==> config.mk <==
export PLATFORM = sky130hd
export DESIGN_NAME = acb_decoder
export DESIGN_NICKNAME = d
export VERILOG_FILES = /design/src/logic/acb_pkg.sv /design/src/logic/acb_decoder.sv
export SDC_FILE = /design/constraint.sdc
export NUM_CORES = 1
export LEC_CHECK = 0
export ABC_CLOCK_PERIOD_IN_PS = 3170
export BUFFER_PORTS_ARGS = -buffer_cell sky130_fd_sc_hd__buf_2
export CORE_UTILIZATION = 40
export CTS_CLUSTER_DIAMETER = 200
export DETAILED_ROUTE_END_ITERATION = 8
export GPL_ROUTABILITY_DRIVEN = 0
export PLACE_DENSITY = 0.65
export SETUP_SLACK_MARGIN = 0.05
export SYNTH_ARGS = -nofsm -noshare
export SYNTH_HDL_FRONTEND = slang
export SYNTH_SLANG_ARGS = --single-unit
==> constraint.sdc <==
create_clock -name MCLK -period 3.17 [get_ports MCLK]
set_clock_uncertainty 0.2 [all_clocks]
set_input_delay 0.951 -clock MCLK [delete_from_list [all_inputs] [get_ports MCLK]]
set_output_delay 0.951 -clock MCLK [all_outputs]
set_load 0.005 [all_outputs]
==> src/logic/acb_pkg.sv <==
// package for the vendor ATA command block decoder: offsets, fields, types
package acb_pkg;

  // ==========================================================================
  // register map on the plain software port
  localparam logic [7:0] REG_CB_BASE = 8'h00; // command block bytes 0..15
  localparam logic [7:0] REG_CB_LAST = 8'h0F;
  localparam logic [7:0] REG_SIG = 8'h10;     // expected block signature
  localparam logic [7:0] REG_CTRL = 8'h11;    // bit 0 starts the decoder
  localparam logic [7:0] REG_STATUS = 8'h12;  // state flags, W1C bits 1..5
  localparam logic [7:0] REG_LUN_DEV = 8'h13; // startup device bit of the lun
  localparam logic [7:0] REG_RES_BASE = 8'h18; // task-file read result 0..7
  localparam logic [7:0] REG_RES_LAST = 8'h1F;

  // ==========================================================================
  // reset values
  localparam logic [7:0] SIG_RESET = 8'h00; // arbitrary, loaded by software
  localparam logic [7:0] BYTE_RESET = 8'h00;

  // ==========================================================================
  // command block byte positions and codes
  localparam int CB_SIG = 0;
  localparam int CB_SUB = 1;
  localparam int CB_ACT = 2;
  localparam int CB_RSEL = 3;
  localparam int CB_BCNT = 4;
  localparam int CB_TF_WR = 5;    // first task-file write byte
  localparam int CB_DEVHEAD = 11;
  localparam int CB_BYTES = 16;
  localparam logic [7:0] SUB_ATA = 8'h24;
  localparam logic [8:0] SECT_256 = 9'h100;

  // ==========================================================================
  // task-file register indices and bits
  localparam logic [2:0] TF_ALTERNATE_STATUS_REG = 3'h0; // 0x3F6
  localparam logic [2:0] TF_DEVHEAD = 3'h6; // 0x1F6
  localparam logic [2:0] TF_LAST = 3'h7;    // 0x1F7
  localparam int TF_BSY_BIT = 7;
  localparam int DEV_BIT = 4;

  // ==========================================================================
  // status and control register bit positions
  localparam int ST_BUSY = 0;
  localparam int ST_DONE = 1;
  localparam int ST_VENDOR = 2;
  localparam int ST_FAIL = 3;
  localparam int ST_DERR = 4;
  localparam int ST_PERR = 5;
  localparam int CTRL_GO = 0;

  // action select byte, bit 7 down to bit 0
  typedef struct packed {
    logic identify_data_flag;
    logic ultra_dma_enable;
    logic device_bit_source;
    logic device_error_continue;
    logic phase_error_continue;
    logic skip_busy_poll;
    logic select_after_command;
    logic register_read_only;
  } acb_action_t;

  typedef enum {
    S_IDLE, S_DECODE, S_POLL, S_SEL_PRE, S_WRITE, S_SEL_POST, S_READ, S_XFER
  } acb_state_t;

endpackage : acb_pkg

==> src/logic/acb_decoder.sv <==
// vendor ATA command block decoder and task-file sequencer
`timescale 1ns/1ps
`default_nettype none
// Notes on behaviour
// RL1 - byte 0 must equal the configured signature to be a vendor block
// RL2 - byte 1 must hold 0x24 before the block is treated as ATA
// RL3 - any other block goes the normal mass-storage path untouched
// RL4 - host delivers exactly sixteen command block bytes
// RL5 - bit 7 flags identify data in the data phase
// RL6 - bit 6 picks UDMA transfers, otherwise PIO only
// RL7 - bit 5 takes DEV from byte 0x0B bit 4, else lun startup value
// RL8 - bit 4 clear halts data on device error, set continues
// RL9 - bit 3 clear halts data on phase error, set continues
// RL10 - host keeps both error overrides clear on task-file-only reads
// RL11 - bit 2 clear polls alternate status until BSY is zero first
// RL12 - bit 1 puts device selection before or after register writes
// RL13 - bit 0 reads only selected registers, zero for others, no command
// RL14 - bit 0 clear runs the command and any data transfer
// RL15 - host asks for eight bytes on a task-file-only read
// RL16 - result bytes run alternate status through command status
// RL17 - byte 3 selects registers, accessed from bit 0 up to bit 7
// RL18 - byte 4 block size must be zero or a power of two up to 128
// RL19 - all action bits are latched before any register access
module acb_decoder (
  input wire logic MCLK,
  input wire logic SRST,
  input wire logic [7:0] ADDR,
  input wire logic [7:0] WDATA,
  input wire logic WR,
  input wire logic RD,
  output logic [7:0] RDATA,
  output logic TF_REQ,
  output logic TF_WE,
  output logic [2:0] TF_SEL,
  output logic [7:0] TF_WDATA,
  input wire logic TF_ACK,
  input wire logic [7:0] TF_RDATA,
  output logic XFER_START,
  output logic XFER_ACTIVE,
  output logic XFER_ABORT,
  output logic IDENTIFY_DATA,
  output logic ULTRA_DMA,
  output logic [8:0] BLOCK_SECTORS,
  input wire logic XFER_DONE,
  input wire logic DEV_ERR,
  input wire logic PHASE_ERR,
  output logic NORMAL_PATH
);
  // ==========================================================================
  // storage and decode nets
  logic [7:0] cb_ff [acb_pkg::CB_BYTES];
  logic [7:0] res_ff [8];
  logic [7:0] sig_ff, rsel_ff, wdat_ff, rdata_ff, bcnt, devhead;
  logic [2:0] idx_ff, sel_ff;
  logic [8:0] sect_ff;
  acb_pkg::acb_action_t act_ff, act_new;
  acb_pkg::acb_state_t state_ff, after_poll;
  logic lun_dev_ff, req_ff, we_ff;
  logic xstart_ff, xact_ff, xabort_ff, ident_ff, udma_ff, normal_ff;
  logic done_ff, vendor_ff, fail_ff, derr_ff, perr_ff;
  logic go, clr_wr, blk_legal, sig_match, sel_hit, acked;
  // ==========================================================================
  // decode helpers
  assign go = WR && ADDR == acb_pkg::REG_CTRL && WDATA[acb_pkg::CTRL_GO];
  assign clr_wr = WR && ADDR == acb_pkg::REG_STATUS;
  assign sig_match = cb_ff[acb_pkg::CB_SIG] == sig_ff && // RL1
    cb_ff[acb_pkg::CB_SUB] == acb_pkg::SUB_ATA; // RL2
  assign bcnt = cb_ff[acb_pkg::CB_BCNT];
  assign blk_legal = (bcnt & (bcnt - 8'h01)) == 8'h00; // RL18
  assign act_new = acb_pkg::acb_action_t'(cb_ff[acb_pkg::CB_ACT]);
  assign sel_hit = rsel_ff[idx_ff]; // RL17
  assign acked = req_ff && TF_ACK;
  // device bit either from the block or from the lun's startup value
  assign devhead = {cb_ff[acb_pkg::CB_DEVHEAD][7:5],
    act_ff.device_bit_source ? cb_ff[acb_pkg::CB_DEVHEAD][acb_pkg::DEV_BIT]
                             : lun_dev_ff, // RL7
    cb_ff[acb_pkg::CB_DEVHEAD][3:0]};
  // where to go once the busy wait is over or skipped
  assign after_poll = act_ff.register_read_only ? acb_pkg::S_READ
    : (act_ff.select_after_command ? acb_pkg::S_WRITE
                                   : acb_pkg::S_SEL_PRE); // RL12 RL13
  // ==========================================================================
  // software-written bytes; block bytes are frozen while a block runs
  always_ff @(posedge MCLK) begin
    if (SRST) begin
      cb_ff <= '{default: acb_pkg::BYTE_RESET};
      sig_ff <= acb_pkg::SIG_RESET;
      lun_dev_ff <= 1'b0;
    end else if (WR) begin
      if (ADDR <= acb_pkg::REG_CB_LAST && state_ff == acb_pkg::S_IDLE) begin
        cb_ff[ADDR[3:0]] <= WDATA; // RL4
      end
      if (ADDR == acb_pkg::REG_SIG) begin
        sig_ff <= WDATA;
      end
      if (ADDR == acb_pkg::REG_LUN_DEV) begin
        lun_dev_ff <= WDATA[0];
      end
    end
  end
  // ==========================================================================
  // read data, one cycle after the strobe; unmapped reads as zero
  always_ff @(posedge MCLK) begin
    if (SRST || !RD) begin
      rdata_ff <= 8'h00;
    end else if (ADDR <= acb_pkg::REG_CB_LAST) begin
      rdata_ff <= cb_ff[ADDR[3:0]];
    end else if (ADDR[7:3] == acb_pkg::REG_RES_BASE[7:3]) begin
      rdata_ff <= res_ff[ADDR[2:0]];
    end else if (ADDR == acb_pkg::REG_SIG) begin
      rdata_ff <= sig_ff;
    end else if (ADDR == acb_pkg::REG_LUN_DEV) begin
      rdata_ff <= {7'h00, lun_dev_ff};
    end else if (ADDR == acb_pkg::REG_STATUS) begin
      rdata_ff <= {2'h0, perr_ff, derr_ff, fail_ff, vendor_ff, done_ff,
                   state_ff != acb_pkg::S_IDLE};
    end else begin
      rdata_ff <= 8'h00;
    end
  end
  // ==========================================================================
  // sequencer: decode, busy wait, selection, writes, reads and data phase
  always_ff @(posedge MCLK) begin
    if (SRST) begin
      state_ff <= acb_pkg::S_IDLE;
      act_ff <= '0;
      rsel_ff <= 8'h00;
      idx_ff <= 3'h0;
      req_ff <= 1'b0;
      we_ff <= 1'b0;
      sel_ff <= 3'h0;
      wdat_ff <= 8'h00;
      xstart_ff <= 1'b0;
      xact_ff <= 1'b0;
      xabort_ff <= 1'b0;
      ident_ff <= 1'b0;
      udma_ff <= 1'b0;
      sect_ff <= 9'h000;
      normal_ff <= 1'b0;
      done_ff <= 1'b0;
      vendor_ff <= 1'b0;
      fail_ff <= 1'b0;
      derr_ff <= 1'b0;
      perr_ff <= 1'b0;
      res_ff <= '{default: 8'h00};
    end else begin
      xstart_ff <= 1'b0;
      xabort_ff <= 1'b0;
      normal_ff <= 1'b0;
      // software clear first so that a hardware set in this cycle wins
      if (clr_wr) begin
        done_ff <= done_ff & ~WDATA[acb_pkg::ST_DONE];
        vendor_ff <= vendor_ff & ~WDATA[acb_pkg::ST_VENDOR];
        fail_ff <= fail_ff & ~WDATA[acb_pkg::ST_FAIL];
        derr_ff <= derr_ff & ~WDATA[acb_pkg::ST_DERR];
        perr_ff <= perr_ff & ~WDATA[acb_pkg::ST_PERR];
      end
      unique case (state_ff)
        acb_pkg::S_IDLE: begin
          if (go) begin
            state_ff <= acb_pkg::S_DECODE;
          end
        end
        acb_pkg::S_DECODE: begin
          idx_ff <= 3'h0;
          if (!sig_match) begin
            normal_ff <= 1'b1; // RL3
            done_ff <= 1'b1;
            state_ff <= acb_pkg::S_IDLE;
          end else if (!blk_legal) begin
            vendor_ff <= 1'b1;
            fail_ff <= 1'b1; // RL18
            done_ff <= 1'b1;
            state_ff <= acb_pkg::S_IDLE;
          end else begin
            // every option is latched here, ahead of any access
            act_ff <= act_new; // RL19
            rsel_ff <= cb_ff[acb_pkg::CB_RSEL];
            ident_ff <= act_new.identify_data_flag; // RL5
            udma_ff <= act_new.ultra_dma_enable; // RL6
            sect_ff <= bcnt == 8'h00 ? acb_pkg::SECT_256 : {1'b0, bcnt};
            vendor_ff <= 1'b1;
            state_ff <= acb_pkg::S_POLL;
          end
        end
        acb_pkg::S_POLL: begin
          if (act_ff.skip_busy_poll) begin
            state_ff <= after_poll; // RL11
          end else if (!req_ff) begin
            req_ff <= 1'b1;
            we_ff <= 1'b0;
            sel_ff <= acb_pkg::TF_ALTERNATE_STATUS_REG;
          end else if (TF_ACK) begin
            req_ff <= 1'b0;
            if (!TF_RDATA[acb_pkg::TF_BSY_BIT]) begin
              state_ff <= after_poll; // RL11
            end
          end
        end
        acb_pkg::S_SEL_PRE, acb_pkg::S_SEL_POST: begin
          if (!req_ff) begin
            req_ff <= 1'b1;
            we_ff <= 1'b1;
            sel_ff <= acb_pkg::TF_DEVHEAD;
            wdat_ff <= devhead; // RL7
          end else if (TF_ACK) begin
            req_ff <= 1'b0;
            idx_ff <= 3'h0;
            if (state_ff == acb_pkg::S_SEL_PRE) begin
              state_ff <= acb_pkg::S_WRITE; // RL12
            end else begin
              state_ff <= acb_pkg::S_XFER;
              xstart_ff <= 1'b1; // RL14
              xact_ff <= 1'b1;
            end
          end
        end
        acb_pkg::S_WRITE: begin
          // selected registers from index 0 up; selection is its own step
          if (!req_ff && sel_hit && idx_ff != acb_pkg::TF_DEVHEAD) begin
            req_ff <= 1'b1;
            we_ff <= 1'b1;
            sel_ff <= idx_ff;
            wdat_ff <= cb_ff[acb_pkg::CB_TF_WR + int'(idx_ff)];
          end else if (!req_ff || TF_ACK) begin
            req_ff <= 1'b0;
            idx_ff <= idx_ff + 3'h1; // RL17
            if (idx_ff == acb_pkg::TF_LAST) begin
              if (act_ff.select_after_command) begin
                state_ff <= acb_pkg::S_SEL_POST; // RL12
              end else begin
                state_ff <= acb_pkg::S_XFER;
                xstart_ff <= 1'b1; // RL14
                xact_ff <= 1'b1;
              end
            end
          end
        end
        acb_pkg::S_READ: begin
          // only reads, no command goes out; unselected bytes are zero
          if (!req_ff && sel_hit) begin
            req_ff <= 1'b1;
            we_ff <= 1'b0;
            sel_ff <= idx_ff;
          end else if (!req_ff || TF_ACK) begin
            req_ff <= 1'b0;
            res_ff[idx_ff] <= req_ff ? TF_RDATA : 8'h00; // RL13 RL16
            idx_ff <= idx_ff + 3'h1; // RL17
            if (idx_ff == acb_pkg::TF_LAST) begin
              done_ff <= 1'b1;
              state_ff <= acb_pkg::S_IDLE;
            end
          end
        end
        acb_pkg::S_XFER: begin
          if (DEV_ERR) begin
            derr_ff <= 1'b1;
          end
          if (PHASE_ERR) begin
            perr_ff <= 1'b1;
          end
          // an unmasked error ends the data phase at once
          if ((DEV_ERR && !act_ff.device_error_continue) // RL8
              || (PHASE_ERR && !act_ff.phase_error_continue)) begin // RL9
            xact_ff <= 1'b0;
            xabort_ff <= 1'b1;
            fail_ff <= 1'b1;
            done_ff <= 1'b1;
            state_ff <= acb_pkg::S_IDLE;
          end else if (XFER_DONE) begin
            xact_ff <= 1'b0;
            done_ff <= 1'b1;
            state_ff <= acb_pkg::S_IDLE;
          end
        end
      endcase
    end
  end
  // ==========================================================================
  // outputs straight from flip-flops
  assign RDATA = rdata_ff;
  assign TF_REQ = req_ff;
  assign TF_WE = we_ff;
  assign TF_SEL = sel_ff;
  assign TF_WDATA = wdat_ff;
  assign XFER_START = xstart_ff;
  assign XFER_ACTIVE = xact_ff;
  assign XFER_ABORT = xabort_ff;
  assign IDENTIFY_DATA = ident_ff;
  assign ULTRA_DMA = udma_ff;
  assign BLOCK_SECTORS = sect_ff;
  assign NORMAL_PATH = normal_ff;
endmodule : acb_decoder
`default_nettype wire

==> summary.txt <==
Outcome = finished clean
Post-route cell area = 14800 um2
Hold Buf Count CTS = 0
Cell variety after synth = 62
Power share of the combinational group = 0.047
Async S/R FF share, synth = 0
CP arrival = 3.11 ns
Fmax = 344 MHz
Clock root cell = clkbuf_16
Worst path buffer plus inverter count = 1
Final WS setup = 0.260 ns
CTS Sinks = 262
Worst Setup End Kind = register
Hpwl dp = 27600 um
Top-Level Pins = 68
CTS tree = built
Initial Utilization = 0.408
Psw = 1.64 mW
Largest family of logic cells by synthesized area = multiplexers
R2R cell count = 7
Vias/cell = 5.97
CP Cell Sequence = nor3_1 -> nand2_1 -> nor3b_2 -> buf_4 -> nand2_1 -> nand2_1 -> a21oi_1
Period utilization = 0.918
GRT Util Overall = 0.239
Drt drc = 0
Cell count after placement = 1775
Critical Path Start Type = register
Worst-case vdd ir drop = 0.000373 V
Clk pwr share = 0.498
Dpl ws = -0.0141 ns
Synth Area in Adders = 0.00377
Max stage delay on crit path = 0.72 ns
Reg power frac = 0.456
Clk buf depth = 3
Crit path max fanout = 18
Synth Cell Area = 12900 um2
Top cell type's share of synthesized area = 0.405
Worst hold path type = register to register
Die ar. = 33100 um2
Most used cell, CP = nand2_1
Lkg Pwr = 5.55 nW
RR Endpoint = cb_ff[59]$_SDFFE_PP0P_
R2r startpoint = state_ff[2]$_SDFFE_PP0P_
Count of final setup violators = 0
Clock-pin slew on the worst setup and hold paths = 0.06 ns
Core Footprint = 31700 um2
Slew Viols, Final = 0
WHS Endpoint = TF_WE$_SDFFE_PP0P_
Syn Nets = 1410
Multiplexer area fraction after synthesis = 0.257
Worst Setup Path Type = register to register
Avg Cell Area, Syn = 9.42 um2
Placement Cell Area = 13800 um2
Synth top area cells = dfxtp_1 41%, mux4_2 15%, mux2i_1 10%
Worst skew pair latency = 0.54 ns
Synthesis-to-finish area growth = 14.1%
Vias in the first global route = 10.3k
Switch share = 0.226
Tmin final = 2.91 ns
Hold path start = TF_WE$_SDFFE_PP0P_
PwrDens = 491 nW/um2
Largest net degree at the start of global routing = 111
Internal power = 5.61 mW
Final std cells w/o fill = 1828
Max cap viols = 0
Tightest Pin Transition = 0.769 ns
Number of CTS-inserted buffers = 29
Slowest cell on crit path = nor3_1
Post-synthesis instance total = 1375
Initial antenna violation count = 2
Cts repair resizes = 0
Die Span Y = 182 um
Largest area contributor in the netlist = dfxtp_1
Critical path required time = 3.37 ns
Final hold violations = 0
Nets = 1439
Reg2Reg Setup Slack = 0.26 ns
Via count = 10.9k
Sequential share of the synthesized area = 0.405
Die width = 182 um
YS warnings = 0
Initial drt markers = 1131
Post-CTS setup buffers = 0
Cells on Worst Hold Path = 2
GRT Residual Overflow = 0
#FFs+latches synth = 262
Worst hold margin = 0.259 ns
Synth Area in XOR/XNOR = 0.00541
Unrepaired setup endpoints after global routing = false
Detail Route Antenna Nets = 0
Routed WL per cell = 21.7 um
Post-synth EDFFs = 0
First-pass GRT wire length = 61500 um
Drt first pass iters = 8
H-tree depth = 1
Final antenna diode count = 0
Final WL = 39800 um
Top cells by count, synth = 262 x dfxtp_1, 220 x nand2_1, 141 x nor2_1
Ys flop type = dfxtp_1
Post-synthesis compound-gate area fraction = 0.104
Row count = 65
Critical path's top delay family = simple AND/OR/NAND/NOR gates
Fraction of layout cells with a size suffix above 1 = 0.190
Count leader, synth = dfxtp_1
IO buf count = 67
Worst relative slew slack = 0.483
Post-synthesis simple-gate area fraction = 0.180
==> power by group through the flow <==
| stage | registers [mW] | clock network [mW] | logic, mW |
|---|---|---|---|
| finish | 3.30 | 3.61 | 0.338 |
| global route | 3.30 | 3.78 | 0.358 |
| CTS | 3.30 | 3.64 | 0.334 |
| detailed placement | 3.38 | 0 | 0.334 |
| global placement | 3.38 | 0 | 0.333 |
| floorplan | 3.38 | 0 | 0.208 |
==> flip-flops by register name, summed over array words and instances (netlist names), 3 cells and up <==
name	count
sig_ff	8
act_new	8
rsel_ff	8
BLOCK_SECTORS	9
TF_WDATA	8
state_ff	3
TF_SEL	3
idx_ff	3
cb_ff	112
bcnt	8
RDATA	8
act_ff	6
res_ff	64
==> worst min-delay path, delay by kind of cell, from the launching register on <==
kind            cells  cell delay [ns]
simple gates        1             0.05
compound gates      1             0.06
flops               1             0.31
==> layout by cell type, fill, tap and decap left out, types with 8 or more instances in the layout <==
| cell type | count |
|---|---|
| clkinv_2 | 9 |
| inv_1 | 17 |
| clkbuf_16 | 29 |
| buf_2 | 65 |
| mux2i_1 | 134 |
| nor2_1 | 141 |
| buf_4 | 45 |
| o22ai_1 | 8 |
| nand3_1 | 75 |
| mux4_2 | 88 |
| dfxtp_1 | 261 |
| o21ai_0 | 11 |
| and2_1 | 15 |
| nor2b_1 | 14 |
| nor3_1 | 9 |
| nand2_1 | 220 |
| a211oi_1 | 17 |
| a21oi_1 | 133 |
| xor2_1 | 8 |
==> metal layers <==
| layer | GRT usage | routed length (um) |
|---|---|---|
| met1 | 0.331 | 16900 |
| met2 | 0.385 | 18400 |
| met3 | 0.0329 | 3140 |
| met4 | 0.0793 | 1290 |
| met5 | 0 | 23 |
==> kinds of logic after synthesis <==
kind of cell,Yosys count
muxes,223
and+or+nand+nor,519
xor gates and xnor gates,8
AOI/OAI and AO/OA,221
adders and majority gates,4
buffers and inverters,138
DFF,262
==> stage by stage <==
step | total power, mW | utilization | TNS (ns)
2_1_floorplan | 3.58 | - | 0
3_3_place_gp | 3.71 | 0.434 | 0
3_5_place_dp | 3.71 | 0.434 | -0.0141
4_1_cts | 7.28 | 0.466 | 0
5_1_grt | 7.45 | 0.466 | 0
6_report | 7.25 | 0.466 | 0
==> worst max-delay path by stage <==
stage	cells past startpoint	slack [ns]	end	startpoint
5_1_grt	7	0.05	bcnt[5]$_SDFFE_PP0P_	state_ff[2]$_SDFFE_PP0P_
4_1_cts	6	0.28	TF_WDATA[1]$_SDFFE_PP0P_	idx_ff[0]$_SDFFE_PP0P_
2_1_floorplan	13	0.11	TF_WDATA[7]$_SDFFE_PP0P_	idx_ff[0]$_SDFFE_PP0P_
6_report	7	0.26	cb_ff[59]$_SDFFE_PP0P_	state_ff[2]$_SDFFE_PP0P_
3_5_place_dp	7	-0.01	RDATA[2]$_SDFF_PP0_	ADDR[0]
3_3_place_gp	7	0.01	RDATA[2]$_SDFF_PP0_	ADDR[0]
==> cell type report <==
cell class	instances	area (um2)
multi-input cells	975	7140
fillers	2975	16900
clock inverters	18	250
inverters	19	72.6
clock buffers	35	768
flip-flops and latches	262	5250
well taps	402	503
repair buffers	117	795
(Power assumes the default switching activity.)
